**src/sac_pkg.sv**
```systemverilog
// Package for the serial control and status block.
// Assumes an APB slave with 8-bit offsets and byte-wide registers.
package sac_pkg;
  // Register byte addresses
  localparam logic [7:0] SAC_A_FMT = 8'h00;
  localparam logic [7:0] SAC_A_CTL = 8'h04;
  localparam logic [7:0] SAC_A_NIN = 8'h08;
  localparam logic [7:0] SAC_A_STA = 8'h0c;
  localparam logic [7:0] SAC_A_DAT = 8'h10;
  // frame_format_control fields
  localparam int SAC_F_MEN = 6;
  localparam int SAC_F_C9 = 4;
  localparam int SAC_F_WAKE = 3;
  localparam int SAC_F_QCS = 2;
  localparam int SAC_F_PEN = 1;
  localparam int SAC_F_ODD = 0;
  // irq_and_enable_control fields
  localparam int SAC_C_TEIE = 7;
  localparam int SAC_C_TX_DONE_IRQ_EN = 6;
  localparam int SAC_C_RFIE = 5;
  localparam int SAC_C_QIE = 4;
  localparam int SAC_C_TXEN = 3;
  localparam int SAC_C_RXEN = 2;
  localparam int SAC_C_STBY = 1;
  localparam int SAC_C_BRK = 0;
  // ninth_bit_error_irq_control fields (bits 7 and 6 unreset)
  localparam int SAC_N_RX9 = 7;
  localparam int SAC_N_TX9 = 6;
  localparam int SAC_N_OVERRUN_IRQ_EN = 3;
  localparam int SAC_N_NOISE_IRQ_EN = 2;
  localparam int SAC_N_FRAMING_IRQ_EN = 1;
  localparam int SAC_N_PARITY_ERR_IRQ_EN = 0;
  // line_status_one fields
  localparam int SAC_S_TE = 7;
  localparam int SAC_S_TC = 6;
  localparam int SAC_S_RF = 5;
  localparam int SAC_S_QT = 4;
  localparam int SAC_S_OR = 3;
  localparam int SAC_S_NF = 2;
  localparam int SAC_S_FE = 1;
  localparam int SAC_S_PE = 0;
  // Reset values
  localparam logic [7:0] SAC_CTL_RST = 8'h00;
  localparam logic [7:0] SAC_STA_RST = 8'hc0;
  // Bit period in pclk cycles
  localparam int SAC_BIT_CYC = 16;
  typedef enum logic {SAC_TX_IDLE, SAC_TX_SHIFT} sac_tx_t;
  typedef enum logic [1:0] {SAC_RX_IDLE, SAC_RX_START, SAC_RX_DATA}
    sac_rx_t;
endpackage

```
**src/sac_core.sv**
```systemverilog
// Serial transceiver control, status, shifters and APB register file.
// Assumes a single-word APB master and an asynchronous rxd pin.
//
// The implementer's own choices: the address map and register access over APB.
`timescale 1ns/1ps

// Functional notes
// - Length bit set gives nine-bit characters, clear gives eight; resets zero.
// - Standby ends on address mark when wake bit set, on idle line otherwise.
// - Quiet counting begins after stop bit when set, after start bit when clear.
// - With parity on, parity sits in the character's top bit and is checked.
// - Parity type set means odd, clear means even.
// - One start, one stop; frame is ten or eleven bits.
// - Four enables gate empty, complete, full and quiet flags onto two requests.
// - Setting transmit enable sends a preamble of ten or eleven ones.
// - Clearing transmit enable finishes the current character; re-set queues idle.
// - Clearing receive enable stops reception, keeps receiver flags.
// - Standby masks receiver requests until wake, which clears standby.
// - Break toggled sends one break then a one; held sends breaks back to back.
// - Received ninth bit is bit 8, or copy of bit 7 in eight-bit mode.
// - Transmit ninth bit loads on a ninth-bit register write, not with the buffer byte; reset leaves it alone.
// - Four error enables gate their flags onto the error request.
// - Transmit empty sets on transfer, clears by status read then data write.
// - Complete sets when empty and idle; clears once an item is queued.
// - Receive full sets on transfer, clears by status read then data read.
// - Quiet flag needs a full-flag since enable or last quiet clear.
// - Module disable forces empty and complete high, masks transmit requests.
module sac_core #(
  parameter int BIT_CYC = sac_pkg::SAC_BIT_CYC
) (
  // Clock and reset
  input wire logic pclk,
  input wire logic presetn,
  // APB slave
  input wire logic psel,
  input wire logic penable,
  input wire logic pwrite,
  input wire logic [7:0] paddr,
  input wire logic [31:0] pwdata,
  output logic [31:0] prdata,
  output logic pready,
  output logic pslverr,
  // Serial line
  input wire logic rxd,
  output logic txd,
  // Requests
  output logic tx_irq,
  output logic rx_irq,
  output logic err_irq
);
  import sac_pkg::*;

  localparam logic [15:0] BIT_END = 16'(BIT_CYC - 1);
  localparam logic [15:0] HALF_END = 16'(BIT_CYC / 2 - 1);

  logic [7:0] fmt_r, fmt_nxt, ctl_r, ctl_nxt, sta_r, sta_nxt;
  logic [5:0] nin_r, nin_nxt;
  logic [7:0] snap_r, snap_nxt;
  logic arm_r, arm_nxt;
  logic [31:0] prdata_r, prdata_nxt;
  logic [7:0] txbuf_r, rdbuf_r;
  logic tx9_r, rx9_r;
  logic acc, wr, rd, hit, men, c9;
  logic [3:0] flen;
  logic tx_load, rx_xfer, rx_over, rx_wake, quiet_ev;
  logic [8:0] rx_word;
  logic rx_pe, rx_fe, rx_nf;

  assign acc = psel && penable;
  assign wr = acc && pwrite;
  assign rd = acc && !pwrite;
  assign hit = paddr inside {SAC_A_FMT, SAC_A_CTL, SAC_A_NIN, SAC_A_STA,
                             SAC_A_DAT};
  assign men = fmt_r[SAC_F_MEN];
  assign c9 = fmt_r[SAC_F_C9];
  assign flen = c9 ? 4'd11 : 4'd10;
  assign pready = 1'b1;
  assign pslverr = acc && !hit;
  assign prdata = prdata_r;

  // Request outputs, levels from registered flags
  assign tx_irq = men && ((sta_r[SAC_S_TE] && ctl_r[SAC_C_TEIE]) ||
                  (sta_r[SAC_S_TC] && ctl_r[SAC_C_TX_DONE_IRQ_EN]));
  assign rx_irq = !ctl_r[SAC_C_STBY] &&
                  ((sta_r[SAC_S_RF] && ctl_r[SAC_C_RFIE]) ||
                   (sta_r[SAC_S_QT] && ctl_r[SAC_C_QIE]));
  assign err_irq = |(sta_r[3:0] & nin_r[3:0]);

  // ---------------- Transmitter ----------------
  sac_tx_t tx_st_r, tx_st_nxt;
  logic [10:0] tx_sh_r, tx_sh_nxt;
  logic [3:0] tx_cnt_r, tx_cnt_nxt;
  logic [15:0] tx_tmr_r, tx_tmr_nxt;
  logic pre_r, pre_nxt, te_prev_r, tail_r, tail_nxt, txd_r, txd_nxt;
  logic [10:0] dframe;
  logic tx_busy;

  assign tx_busy = tx_st_r == SAC_TX_SHIFT;
  assign txd = txd_r;

  // Data frame, parity replaces the top data bit
  always_comb begin
    logic [8:0] d;
    d = {tx9_r, txbuf_r};
    if (!c9) begin
      d[8] = 1'b1;
    end
    if (fmt_r[SAC_F_PEN]) begin
      if (c9) begin
        d[8] = ^txbuf_r ^ fmt_r[SAC_F_ODD];
      end else begin
        d[7] = ^txbuf_r[6:0] ^ fmt_r[SAC_F_ODD];
      end
    end
    dframe = {1'b1, d, 1'b0};
  end

  // Transmit sequencing; break outranks preamble, preamble outranks data
  always_comb begin
    logic ten;
    ten = ctl_r[SAC_C_TXEN] && men;
    tx_st_nxt = tx_st_r;
    tx_sh_nxt = tx_sh_r;
    tx_cnt_nxt = tx_cnt_r;
    tx_tmr_nxt = tx_tmr_r;
    tail_nxt = tail_r;
    txd_nxt = txd_r;
    tx_load = 1'b0;
    pre_nxt = pre_r || (ctl_r[SAC_C_TXEN] && !te_prev_r);
    if (tx_st_r == SAC_TX_SHIFT) begin
      tx_tmr_nxt = tx_tmr_r + 16'd1;
      if (tx_tmr_r == BIT_END) begin
        tx_tmr_nxt = 16'd0;
        tx_sh_nxt = {1'b1, tx_sh_r[10:1]};
        tx_cnt_nxt = tx_cnt_r - 4'd1;
        if (tx_cnt_r == 4'd1) begin
          tx_st_nxt = SAC_TX_IDLE;
        end else begin
          txd_nxt = tx_sh_r[1];
        end
      end
    end else begin
      txd_nxt = 1'b1;
      tx_tmr_nxt = 16'd0;
      tx_cnt_nxt = flen;
      if (ten && ctl_r[SAC_C_BRK]) begin
        tx_sh_nxt = 11'h000;
        tail_nxt = 1'b1;
        pre_nxt = 1'b0;
        tx_st_nxt = SAC_TX_SHIFT;
      end else if (tail_r) begin
        tx_sh_nxt = 11'h7ff;
        tx_cnt_nxt = 4'd1;
        tail_nxt = 1'b0;
        tx_st_nxt = SAC_TX_SHIFT;
      end else if (ten && pre_r) begin
        tx_sh_nxt = 11'h7ff;
        pre_nxt = 1'b0;
        tx_st_nxt = SAC_TX_SHIFT;
      end else if (ten && !sta_r[SAC_S_TE]) begin
        tx_sh_nxt = dframe;
        tx_load = 1'b1;
        tx_st_nxt = SAC_TX_SHIFT;
      end
      if (tx_st_nxt == SAC_TX_SHIFT) begin
        txd_nxt = tx_sh_nxt[0];
      end
    end
    if (!men) begin
      pre_nxt = 1'b0;
    end
  end

  always_ff @(posedge pclk or negedge presetn) begin
    if (!presetn) begin
      tx_st_r <= SAC_TX_IDLE;
      tx_sh_r <= 11'h7ff;
      tx_cnt_r <= 4'd0;
      tx_tmr_r <= 16'd0;
      pre_r <= 1'b0;
      te_prev_r <= 1'b0;
      tail_r <= 1'b0;
      txd_r <= 1'b1;
    end else begin
      tx_st_r <= tx_st_nxt;
      tx_sh_r <= tx_sh_nxt;
      tx_cnt_r <= tx_cnt_nxt;
      tx_tmr_r <= tx_tmr_nxt;
      pre_r <= pre_nxt;
      te_prev_r <= ctl_r[SAC_C_TXEN];
      tail_r <= tail_nxt;
      txd_r <= txd_nxt;
    end
  end

  // ---------------- Receiver ----------------
  sac_rx_t rx_st_r, rx_st_nxt;
  logic rs1_r, rs2_r, rs3_r, line_r, line_nxt, lprev_r;
  logic [10:0] rx_sh_r, rx_sh_nxt;
  logic [3:0] rx_cnt_r, rx_cnt_nxt, q_cnt_r, q_cnt_nxt;
  logic [15:0] rx_tmr_r, rx_tmr_nxt;
  logic nacc_r, nacc_nxt;

  // Glitch filter: line moves only when the last two stages agree
  assign line_nxt = (rs2_r == rs3_r) ? rs3_r : line_r;

  always_comb begin
    logic [9:0] w;
    logic ren, smp;
    ren = ctl_r[SAC_C_RXEN] && men;
    rx_st_nxt = rx_st_r;
    rx_sh_nxt = rx_sh_r;
    rx_cnt_nxt = rx_cnt_r;
    rx_tmr_nxt = rx_tmr_r + 16'd1;
    q_cnt_nxt = q_cnt_r;
    nacc_nxt = nacc_r;
    smp = rx_tmr_r == BIT_END;
    w = 10'h000;
    rx_word = 9'h000;
    rx_pe = 1'b0;
    rx_fe = 1'b0;
    rx_nf = 1'b0;
    rx_xfer = 1'b0;
    rx_over = 1'b0;
    rx_wake = 1'b0;
    quiet_ev = 1'b0;
    case (rx_st_r)
      SAC_RX_IDLE: begin
        if (!line_r) begin
          rx_st_nxt = SAC_RX_START;
          rx_tmr_nxt = 16'd0;
          q_cnt_nxt = 4'd0;
        end else if (smp) begin
          rx_tmr_nxt = 16'd0;
          if (q_cnt_r != flen) begin
            q_cnt_nxt = q_cnt_r + 4'd1;
            quiet_ev = q_cnt_nxt == flen;
          end
        end
      end
      SAC_RX_START: begin
        if (rx_tmr_r == HALF_END) begin
          rx_tmr_nxt = 16'd0;
          rx_cnt_nxt = 4'd0;
          nacc_nxt = 1'b0;
          rx_st_nxt = line_r ? SAC_RX_IDLE : SAC_RX_DATA;
        end
      end
      SAC_RX_DATA: begin
        if (smp) begin
          rx_tmr_nxt = 16'd0;
          rx_sh_nxt = {line_r, rx_sh_r[10:1]};
          rx_cnt_nxt = rx_cnt_r + 4'd1;
          nacc_nxt = nacc_r || (line_r != lprev_r);
          if (!fmt_r[SAC_F_QCS]) begin
            q_cnt_nxt = line_r ? q_cnt_r + 4'd1 : 4'd0;
          end
          if (rx_cnt_nxt == flen - 4'd1) begin
            rx_st_nxt = SAC_RX_IDLE;
            w = c9 ? rx_sh_nxt[10:1] : {1'b0, rx_sh_nxt[10:2]};
            rx_word = c9 ? w[8:0] : {w[7], w[7:0]};
            // Stop bit sits one place lower in eight-bit frames
            rx_fe = c9 ? !w[9] : !w[8];
            rx_pe = fmt_r[SAC_F_PEN] &&
                    ((c9 ? ^w[8:0] : ^w[7:0]) != fmt_r[SAC_F_ODD]);
            rx_nf = nacc_nxt;
            if (fmt_r[SAC_F_QCS]) begin
              q_cnt_nxt = 4'd0;
            end
            if (!ctl_r[SAC_C_STBY]) begin
              rx_xfer = 1'b1;
            end else if (fmt_r[SAC_F_WAKE] && rx_word[c9 ? 8 : 7]) begin
              rx_xfer = 1'b1;
              rx_wake = 1'b1;
            end
            if (rx_xfer && sta_r[SAC_S_RF]) begin
              rx_xfer = 1'b0;
              rx_over = 1'b1;
            end
          end
        end
      end
      default: rx_st_nxt = SAC_RX_IDLE;
    endcase
    if (quiet_ev && ctl_r[SAC_C_STBY] && !fmt_r[SAC_F_WAKE]) begin
      rx_wake = 1'b1;
      quiet_ev = 1'b0;
    end
    if (!ren) begin
      rx_st_nxt = SAC_RX_IDLE;
      q_cnt_nxt = 4'd0;
      rx_xfer = 1'b0;
      rx_over = 1'b0;
      rx_wake = 1'b0;
      quiet_ev = 1'b0;
    end
  end

  always_ff @(posedge pclk or negedge presetn) begin
    if (!presetn) begin
      rx_st_r <= SAC_RX_IDLE;
      rs1_r <= 1'b1;
      rs2_r <= 1'b1;
      rs3_r <= 1'b1;
      line_r <= 1'b1;
      lprev_r <= 1'b1;
      rx_sh_r <= 11'h000;
      rx_cnt_r <= 4'd0;
      rx_tmr_r <= 16'd0;
      q_cnt_r <= 4'd0;
      nacc_r <= 1'b0;
    end else begin
      rx_st_r <= rx_st_nxt;
      rs1_r <= rxd;
      rs2_r <= rs1_r;
      rs3_r <= rs2_r;
      line_r <= line_nxt;
      lprev_r <= line_r;
      rx_sh_r <= rx_sh_nxt;
      rx_cnt_r <= rx_cnt_nxt;
      rx_tmr_r <= rx_tmr_nxt;
      q_cnt_r <= q_cnt_nxt;
      nacc_r <= nacc_nxt;
    end
  end

  // ---------------- Register file ----------------
  // Flags other than complete clear through the two-step sequence, and noise, framing and parity also reload on each transfer; a set always wins
  always_comb begin
    logic dwr, drd, srd, qset;
    dwr = wr && paddr == SAC_A_DAT;
    drd = rd && paddr == SAC_A_DAT;
    srd = rd && paddr == SAC_A_STA;
    qset = quiet_ev && arm_r;
    fmt_nxt = fmt_r;
    ctl_nxt = ctl_r;
    nin_nxt = nin_r;
    sta_nxt = sta_r;
    snap_nxt = snap_r;
    arm_nxt = arm_r;
    prdata_nxt = 32'h0000_0000;
    if (psel && !penable && !pwrite) begin
      case (paddr)
        SAC_A_FMT: prdata_nxt[7:0] = fmt_r;
        SAC_A_CTL: prdata_nxt[7:0] = ctl_r;
        SAC_A_NIN: prdata_nxt[7:0] = {rx9_r, tx9_r, nin_r};
        SAC_A_STA: prdata_nxt[7:0] = sta_r;
        SAC_A_DAT: prdata_nxt[7:0] = rdbuf_r;
        default: prdata_nxt = 32'h0000_0000;
      endcase
    end
    if (rx_wake) begin
      ctl_nxt[SAC_C_STBY] = 1'b0;
    end
    if (wr && paddr == SAC_A_FMT) begin
      fmt_nxt = pwdata[7:0];
    end
    if (wr && paddr == SAC_A_CTL) begin
      ctl_nxt = pwdata[7:0];
    end
    if (wr && paddr == SAC_A_NIN) begin
      nin_nxt = pwdata[5:0];
    end
    if (srd) begin
      snap_nxt = prdata_r[7:0];
    end else if (dwr || drd) begin
      snap_nxt = 8'h00;
    end
    if (dwr && snap_r[SAC_S_TE]) begin
      sta_nxt[SAC_S_TE] = 1'b0;
    end
    if (tx_load) begin
      sta_nxt[SAC_S_TE] = 1'b1;
    end
    if (drd) begin
      sta_nxt[5:0] = sta_r[5:0] & ~snap_r[5:0];
    end
    if (drd && snap_r[SAC_S_QT]) begin
      arm_nxt = 1'b0;
    end
    if (rx_xfer) begin
      sta_nxt[SAC_S_RF] = 1'b1;
      sta_nxt[SAC_S_FE] = rx_fe;
      sta_nxt[SAC_S_PE] = rx_pe;
      sta_nxt[SAC_S_NF] = rx_nf;
      arm_nxt = 1'b1;
    end
    if (rx_over) begin
      sta_nxt[SAC_S_OR] = 1'b1;
    end
    if (qset) begin
      sta_nxt[SAC_S_QT] = 1'b1;
      arm_nxt = 1'b0;
    end
    if (!ctl_r[SAC_C_RXEN]) begin
      arm_nxt = 1'b0;
    end
    sta_nxt[SAC_S_TC] = sta_nxt[SAC_S_TE] && !tx_busy && !pre_nxt &&
      !tail_r && !(ctl_r[SAC_C_BRK] && ctl_r[SAC_C_TXEN]);
    if (!men) begin
      sta_nxt[SAC_S_TE] = 1'b1;
      sta_nxt[SAC_S_TC] = 1'b1;
    end
  end

  always_ff @(posedge pclk or negedge presetn) begin
    if (!presetn) begin
      fmt_r <= SAC_CTL_RST;
      ctl_r <= SAC_CTL_RST;
      nin_r <= 6'h00;
      sta_r <= SAC_STA_RST;
      snap_r <= 8'h00;
      arm_r <= 1'b0;
      prdata_r <= 32'h0000_0000;
    end else begin
      fmt_r <= fmt_nxt;
      ctl_r <= ctl_nxt;
      nin_r <= nin_nxt;
      sta_r <= sta_nxt;
      snap_r <= snap_nxt;
      arm_r <= arm_nxt;
      prdata_r <= prdata_nxt;
    end
  end

  // Data paths that reset leaves untouched
  always_ff @(posedge pclk) begin
    if (wr && paddr == SAC_A_DAT) begin
      txbuf_r <= pwdata[7:0];
    end
    if (wr && paddr == SAC_A_NIN) begin
      tx9_r <= pwdata[SAC_N_TX9];
    end
    if (rx_xfer) begin
      rdbuf_r <= rx_word[7:0];
      rx9_r <= rx_word[8];
    end
  end
endmodule

```
**config.mk**
```make
export PLATFORM = sky130hd
export DESIGN_NAME = sac_core
export DESIGN_NICKNAME = d
export VERILOG_FILES = /design/src/sac_pkg.sv /design/src/sac_core.sv
export SDC_FILE = /design/constraint.sdc
export NUM_CORES = 1
export LEC_CHECK = 0
export BUFFER_PORTS_ARGS = -buffer_cell sky130_fd_sc_hd__buf_4
export CORE_ASPECT_RATIO = 1.75
export CORE_MARGIN = 2
export CORE_UTILIZATION = 28
export DETAILED_ROUTE_END_ITERATION = 8
export SLEW_MARGIN = 30
export SYNTH_ARGS = -nofsm -noshare
export SYNTH_HDL_FRONTEND = slang
export SYNTH_SLANG_ARGS = --single-unit
```
**constraint.sdc**
```tcl
create_clock -name pclk -period 3.3 [get_ports pclk]
set_input_delay 0.66 -clock pclk [delete_from_list [all_inputs] [get_ports pclk]]
set_output_delay 0.66 -clock pclk [all_outputs]
set_load 0.05 [all_outputs]
```
Word-level counts from Yosys, hierarchy flattened
Cells that the tools add are included.
{"block": "totals", "word_cells": 280, "out_inout_bits": 38, "reg_bits": 168, "inputBits": 46}
{"block": "op_classes", "addsub": 6, "magnitude_cmp": 1, "bitwise_logic": 5, "mux": 128, "n_reduce_logical": 77, "n_eq_ne": 28}
{"op": "$mux 16", "count": 5}
{"op": "$mux 1", "count": 78}
{"op": "$mux 11", "count": 6}
{"op": "$mux 4", "count": 16}
{"op": "$pmux 16 s3", "count": 1}
{"op": "$pmux 8 s5", "count": 1}
{"op": "$logic_and 1x1->1", "count": 37}
{"op": "$add 16x1->16 const B", "count": 2}
{"op": "$eq 16x4->1 const B", "count": 2}
{"op": "$mux 8", "count": 3}
{"op": "$mux 2", "count": 9}
{"op": "$eq 16x3->1 const B", "count": 1}
{"op": "$eq 8x4->1 const B", "count": 2}
{"op": "$pmux 4 s2", "count": 2}
{"op": "$reduce_xor 8->1", "count": 2}
{"op": "$logic_not 1->1", "count": 13}
{"op": "$ne 3x3->1 const B", "count": 4}
{"op": "$reduce_bool 2->1", "count": 6}
{"op": "$mux 10", "count": 1}
{"op": "$reduce_bool 5->1", "count": 2}
{"op": "$mux 9", "count": 1}
{"op": "$reduce_xor 9->1", "count": 1}
{"op": "$add 4x1->4 const B", "count": 2}
{"op": "$eq 4x4->1", "count": 2}
{"op": "other kinds (32)", "count": 46}

Logic depth before layout (Yosys ltp)
{"block": "depth", "depth_word": 20, "depth_mapped": 8}

Least setup slack after synthesis
No wires, ideal clock.
{"block": "synth_timing", "path_type": "input port to output port", "start": "in paddr[4]", "end": "out pslverr", "stages": 4, "path_slack_ns": 0.445, "arrival_ns": 2.195, "path_cell_list": "or3b_2 > nor3_1 > clkbuf_1 > nor3_1"}
{"block": "synth_via", "elab_chain_len": 4, "elab_cells_between_ends": 8, "cone_classes": "eq/ne (4); reduce/logical (4)"}
{"element": "start, declared", "line": "sac_core.sv:38", "source": "input wire logic [7:0] paddr,"}
{"element": "$eq 8x3->1 (tied with other cells)", "line": "sac_core.sv:72", "source": "assign hit = paddr inside {SAC_A_FMT, SAC_A_CTL, SAC_A_NIN, SAC_A_STA,"}
{"element": "$reduce_bool 5->1 *", "line": "sac_core.sv:72"}
{"element": "$logic_not 1->1 *", "line": "sac_core.sv:78", "source": "assign pslverr = acc && !hit;"}
{"element": "$logic_and 1x1->1 *", "line": "sac_core.sv:78"}
{"element": "end, declared", "line": "sac_core.sv:42", "source": "output logic pslverr,"}
Mark *: on every way between the ends. The rest lies on a longest branch, timed or not.

Final worst setup path
{"block": "layout_timing", "start": "reg rx_cnt_r[0]", "end": "reg rdbuf_r[4], enable pin"}
{"block": "layout_via", "elab_chain_len": 6}
{"element": "start, declared", "line": "sac_core.sv:200", "source": "logic [3:0] rx_cnt_r, rx_cnt_nxt, q_cnt_r, q_cnt_nxt;"}
{"element": "start signal, assigned", "line": "sac_core.sv:320", "source": "rx_cnt_r <= rx_cnt_nxt;"}
{"element": "$add 4x1->4", "line": "sac_core.sv:253", "source": "rx_cnt_nxt = rx_cnt_r + 4'd1;"}
{"element": "$eq 4x4->1", "line": "sac_core.sv:258", "source": "if (rx_cnt_nxt == flen - 4'd1) begin"}
{"element": "$mux 1", "line": "sac_core.sv:258"}
{"element": "$mux 1", "line": "sac_core.sv:250", "source": "if (smp) begin"}
{"element": "$mux 1", "line": "sac_core.sv:227", "source": "case (rx_st_r)"}
{"element": "$mux 1", "line": "sac_core.sv:289", "source": "if (!ren) begin"}
{"element": "net rx_xfer", "line": "sac_core.sv:65", "source": "logic tx_load, rx_xfer, rx_over, rx_wake, quiet_ev;"}
{"element": "end signal, assigned", "line": "sac_core.sv:435", "source": "rdbuf_r <= rx_word[7:0];"}
{"element": "end, declared", "line": "sac_core.sv:61", "source": "logic [7:0] txbuf_r, rdbuf_r;"}
The timed path passes the listed nets, and every way through them passes these cells.
A chain may end at the register's enable or synchronous reset.

==> impl_metrics.csv <==
group,metric,value,unit
logic_synthesis,yosysTopAreaCellShare,37.8,%
route,dr_wl_met3,379,µm
sta,tns,0,ns
global_routing,grt_pass1_vias,4814,
global_routing,grt_pass1_wl,25.7,mm
clock_tree,htree_levels,4,
route,drtAntennaViolNets,0,
logic_synthesis,synthFlopType,"dfrtp_1",
floorplan,coreArea,24000,µm²
clock_tree,ctsResizeCount,0,
logic_synthesis,syn_area,6880,µm²
clock_tree,cts_setup_buffers,0,
layout,fillerInstances,2488,
placement,io_buffers,34,
logic_synthesis,synth_cells,634,
route,dr.pass1.iters,6,
critical_path,worstPathRequired,3.39,ns
min_path,min_path_type,"in2async",
logic_synthesis,yosysSeqAreaShare,52.9,%
floorplan,die_y,211,µm
sta,slew_headroom,42.1,%
logic_synthesis,syn_area_per_cell,10.9,µm²
logic_synthesis,synth_edf_count,18,
sta,setup_violations,0,
sta,tightest_slew,0.868,ns
sta,max_freq,367,MHz
floorplan,core.rowCount,75,
job,drv_cap,0,
floorplan,dieArea,25900,µm²
floorplan,io_pins,84,
run_status,outcome,"finished clean",
critical_path,critPathCaptureType,"flop",
route,routed_wl,15.7,mm
global_routing,grt_max_degree,59,
critical_path,cp-start-kind,"flop",
route,drt_iter0_markers,264,
logic_synthesis,synth-async-reset-ratio,87.2,%
logic_synthesis,synth_area_leaders,"dfrtp_1, edfxtp_1, dfstp_2",
route,drt-met1-wl,5.61,mm
clock_tree,clkTransAtPathRegs,0.06,ns
layout,layout-drive-gt1-share,21.1,%
logic_synthesis,ys_ff_latch,141,
layout,area_growth,17.4,%
placement,place.gp.congestion,0.801,
placement,dp.cells,967,
global_routing,antenna_found_initial,0,
power,vdd_drop_max,0.000296,V
clock_tree,worstSkewPairLatency,0.42,ns
clock_tree,cts_sinks,141,
route,via_per_inst,4.80,
clock_tree,hold_buffers,0,
route,wl_per_cell,15.8,µm
placement,dp_hpwl,11.6,mm
logic_synthesis,synth_area_leader_cell,"dfrtp_1",
power,p_total,0.00401,W
global_routing,grt_use_total,12.9,%
layout,multi_input_area,2990,µm²
clock_tree,cts_tree,"done",
floorplan,die_w,122,µm
critical_path,critPathMaxFanout,9,
layout,fin_util,33.6,%
clock_tree,cts_root_buf,"clkbuf_16",
layout,n_antenna_cell,0,
critical_path,arrival,2.81,ns
clock_tree,cts_buffers,17,
layout,register_area,3640,µm²
global_routing,grt_overflow,0,
clock_tree,clock_path_buffers,2,
sta,finalClockSkew,0.00923,ns
floorplan,start_util,28.6,%
logic_synthesis,synth_cell_types,69,
sta,fin_crit,2.73,ns
sta,rsz0062_at_grt,"no",
sta,timing.final.crit_share,82.6,%
critical_path,path_class,"reg2reg",
logic_synthesis,synth.most_common_cell,"dfrtp_1",
sta,drv_slew,0,
logic_synthesis,synthTopCellsByCount,"dfrtp_1, nor2_1, nand2_1, xnor2_1, mux2_2",
route,wl_met2,9.23,mm
route,top_layer_used,"met4",
layout,fin_cells,999,
power,p_leak,3.38,nW
layout,final_net_count,730,
sta,hold_viol_final,0,
power,p_per_area,496,nW/µm²
route,vias,4799,
logic_synthesis,yosysWarnings,0,
route,drc,0,
## area by class of cell
cell class / instances / area share [%]
sequential: 141 / 45.1
multi-input combinational: 454 / 37.0
clock buffer: 20 / 5.65
tap: 308 / 4.77
timing repair buffer: 48 / 4.62
clock inverter: 12 / 2.09
inverter: 16 / 0.743
## placed cells by master, fill, tap and decap left out, types with 3 or more instances in the layout
| cell type | count |
|---|---|
| nand3_1 | 23 |
| clkinv_2 | 5 |
| dfstp_2 | 19 |
| nor2_1 | 66 |
| nor3_1 | 6 |
| bufinv_16 | 4 |
| nor3b_1 | 3 |
| mux2i_1 | 8 |
| a31oi_1 | 3 |
| conb_1 | 25 |
| dfrtp_1 | 104 |
| a21oi_1 | 27 |
| ha_1 | 6 |
| nand2_1 | 53 |
| a22oi_1 | 12 |
| xor2_1 | 16 |
| nor4_1 | 7 |
| and2_1 | 5 |
| o21ai_0 | 18 |
| o21ai_1 | 3 |
| a21o_1 | 4 |
| and3_1 | 15 |
| edfxtp_1 | 18 |
| xnor2_1 | 34 |
| a222oi_1 | 8 |
| buf_4 | 47 |
| clkbuf_16 | 17 |
| mux2_2 | 31 |
| or3_1 | 3 |
| nor2b_1 | 3 |
| a22o_1 | 9 |
| a221oi_1 | 8 |
| nand2b_1 | 8 |
| nand4_1 | 7 |
| inv_1 | 16 |
## path summary, 6_finish.rpt
| path | endpoint | from | depth (start not counted) | slack (ns) |
|---|---|---|---|---|
| max | rdbuf_r[4] | rx_cnt_r[0] | 6 | 0.57 |
| min | rx_tmr_r[15] | presetn | 1 | 0.31 |
| max reg2reg | rdbuf_r[4] | rx_cnt_r[0] | 6 | 0.57 |
| min reg2reg | rs2_r | rs1_r | 0 | 0.35 |
| max in group asynchronous | line_r | presetn | 2 | 2.18 |
| min in group pclk | rs1_r | rxd | 1 | 0.35 |
## where the power goes
| part | internal [W] | leakage, nW | switching (W) | total (W) |
|---|---|---|---|---|
| clock network | 0.00130 | 0.306 | 0.000729 | 0.00203 |
| logic | 0.0000432 | 1.32 | 0.000140 | 0.000183 |
| registers | 0.00178 | 1.75 | 0.0000173 | 0.00179 |
| total | 0.00312 | 3.38 | 0.000886 | 0.00401 |
## metal layers
layer / vias to the layer above / GRT usage (%)
li1: 2309 / -
met1: 2383 / 12.7
met2: 83 / 25.0
met3: 24 / 2.72
met4: 0 / 5.87
met5: - / 0
## per-stage QoR
step           area [µm²]  setup WS, ns  hold WS [ns]
2_1_floorplan        6970         0.445         0.345
3_3_place_gp         7440         0.586         0.347
3_5_place_dp         7440         0.579         0.348
4_1_cts              8070         0.567         0.338
5_1_grt              8080         0.443         0.333
6_report             8080         0.573         0.309
## sequential cells by signal, summed over array words and instances (netlist names), 2 cells and up
name / flops
rdbuf_r: 8
q_cnt_r: 4
rx_sh_r: 9
prdata: 8
tx_tmr_r: 16
txbuf_r: 8
snap_r: 7
rx_cnt_r: 4
rx_tmr_r: 16
rx_st_r: 2
nin_r: 6
ctl_r: 8
sta_r: 8
tx_cnt_r: 4
tx_sh_r: 11
fmt_r: 8
## worst max-delay path, cell delays in order, from the launching register on
cell and delay (ns):
dfrtp_1 0.45, ha_1 0.35, or3_1 0.31, nand2_1 0.10, o2111ai_1 0.14, or4_1 0.70
inv_1 0.34
## kinds of logic (layout without fill, tap and decap cells)
kind of cell	after synthesis	count (layout)	share of synthesized area (%)
AO/OA/AOI/OAI	109	109	11.0
XOR/XNOR	50	50	6.37
adder cells (fa/ha/maj)	7	7	1.24
buffers and inverters	62	96	4.95
flip-flops	141	141	52.9
multiplexers	40	40	6.40
other	2	25	0.109
AND/OR/NAND/NOR	223	223	17.0
(Power assumes the default switching activity.)
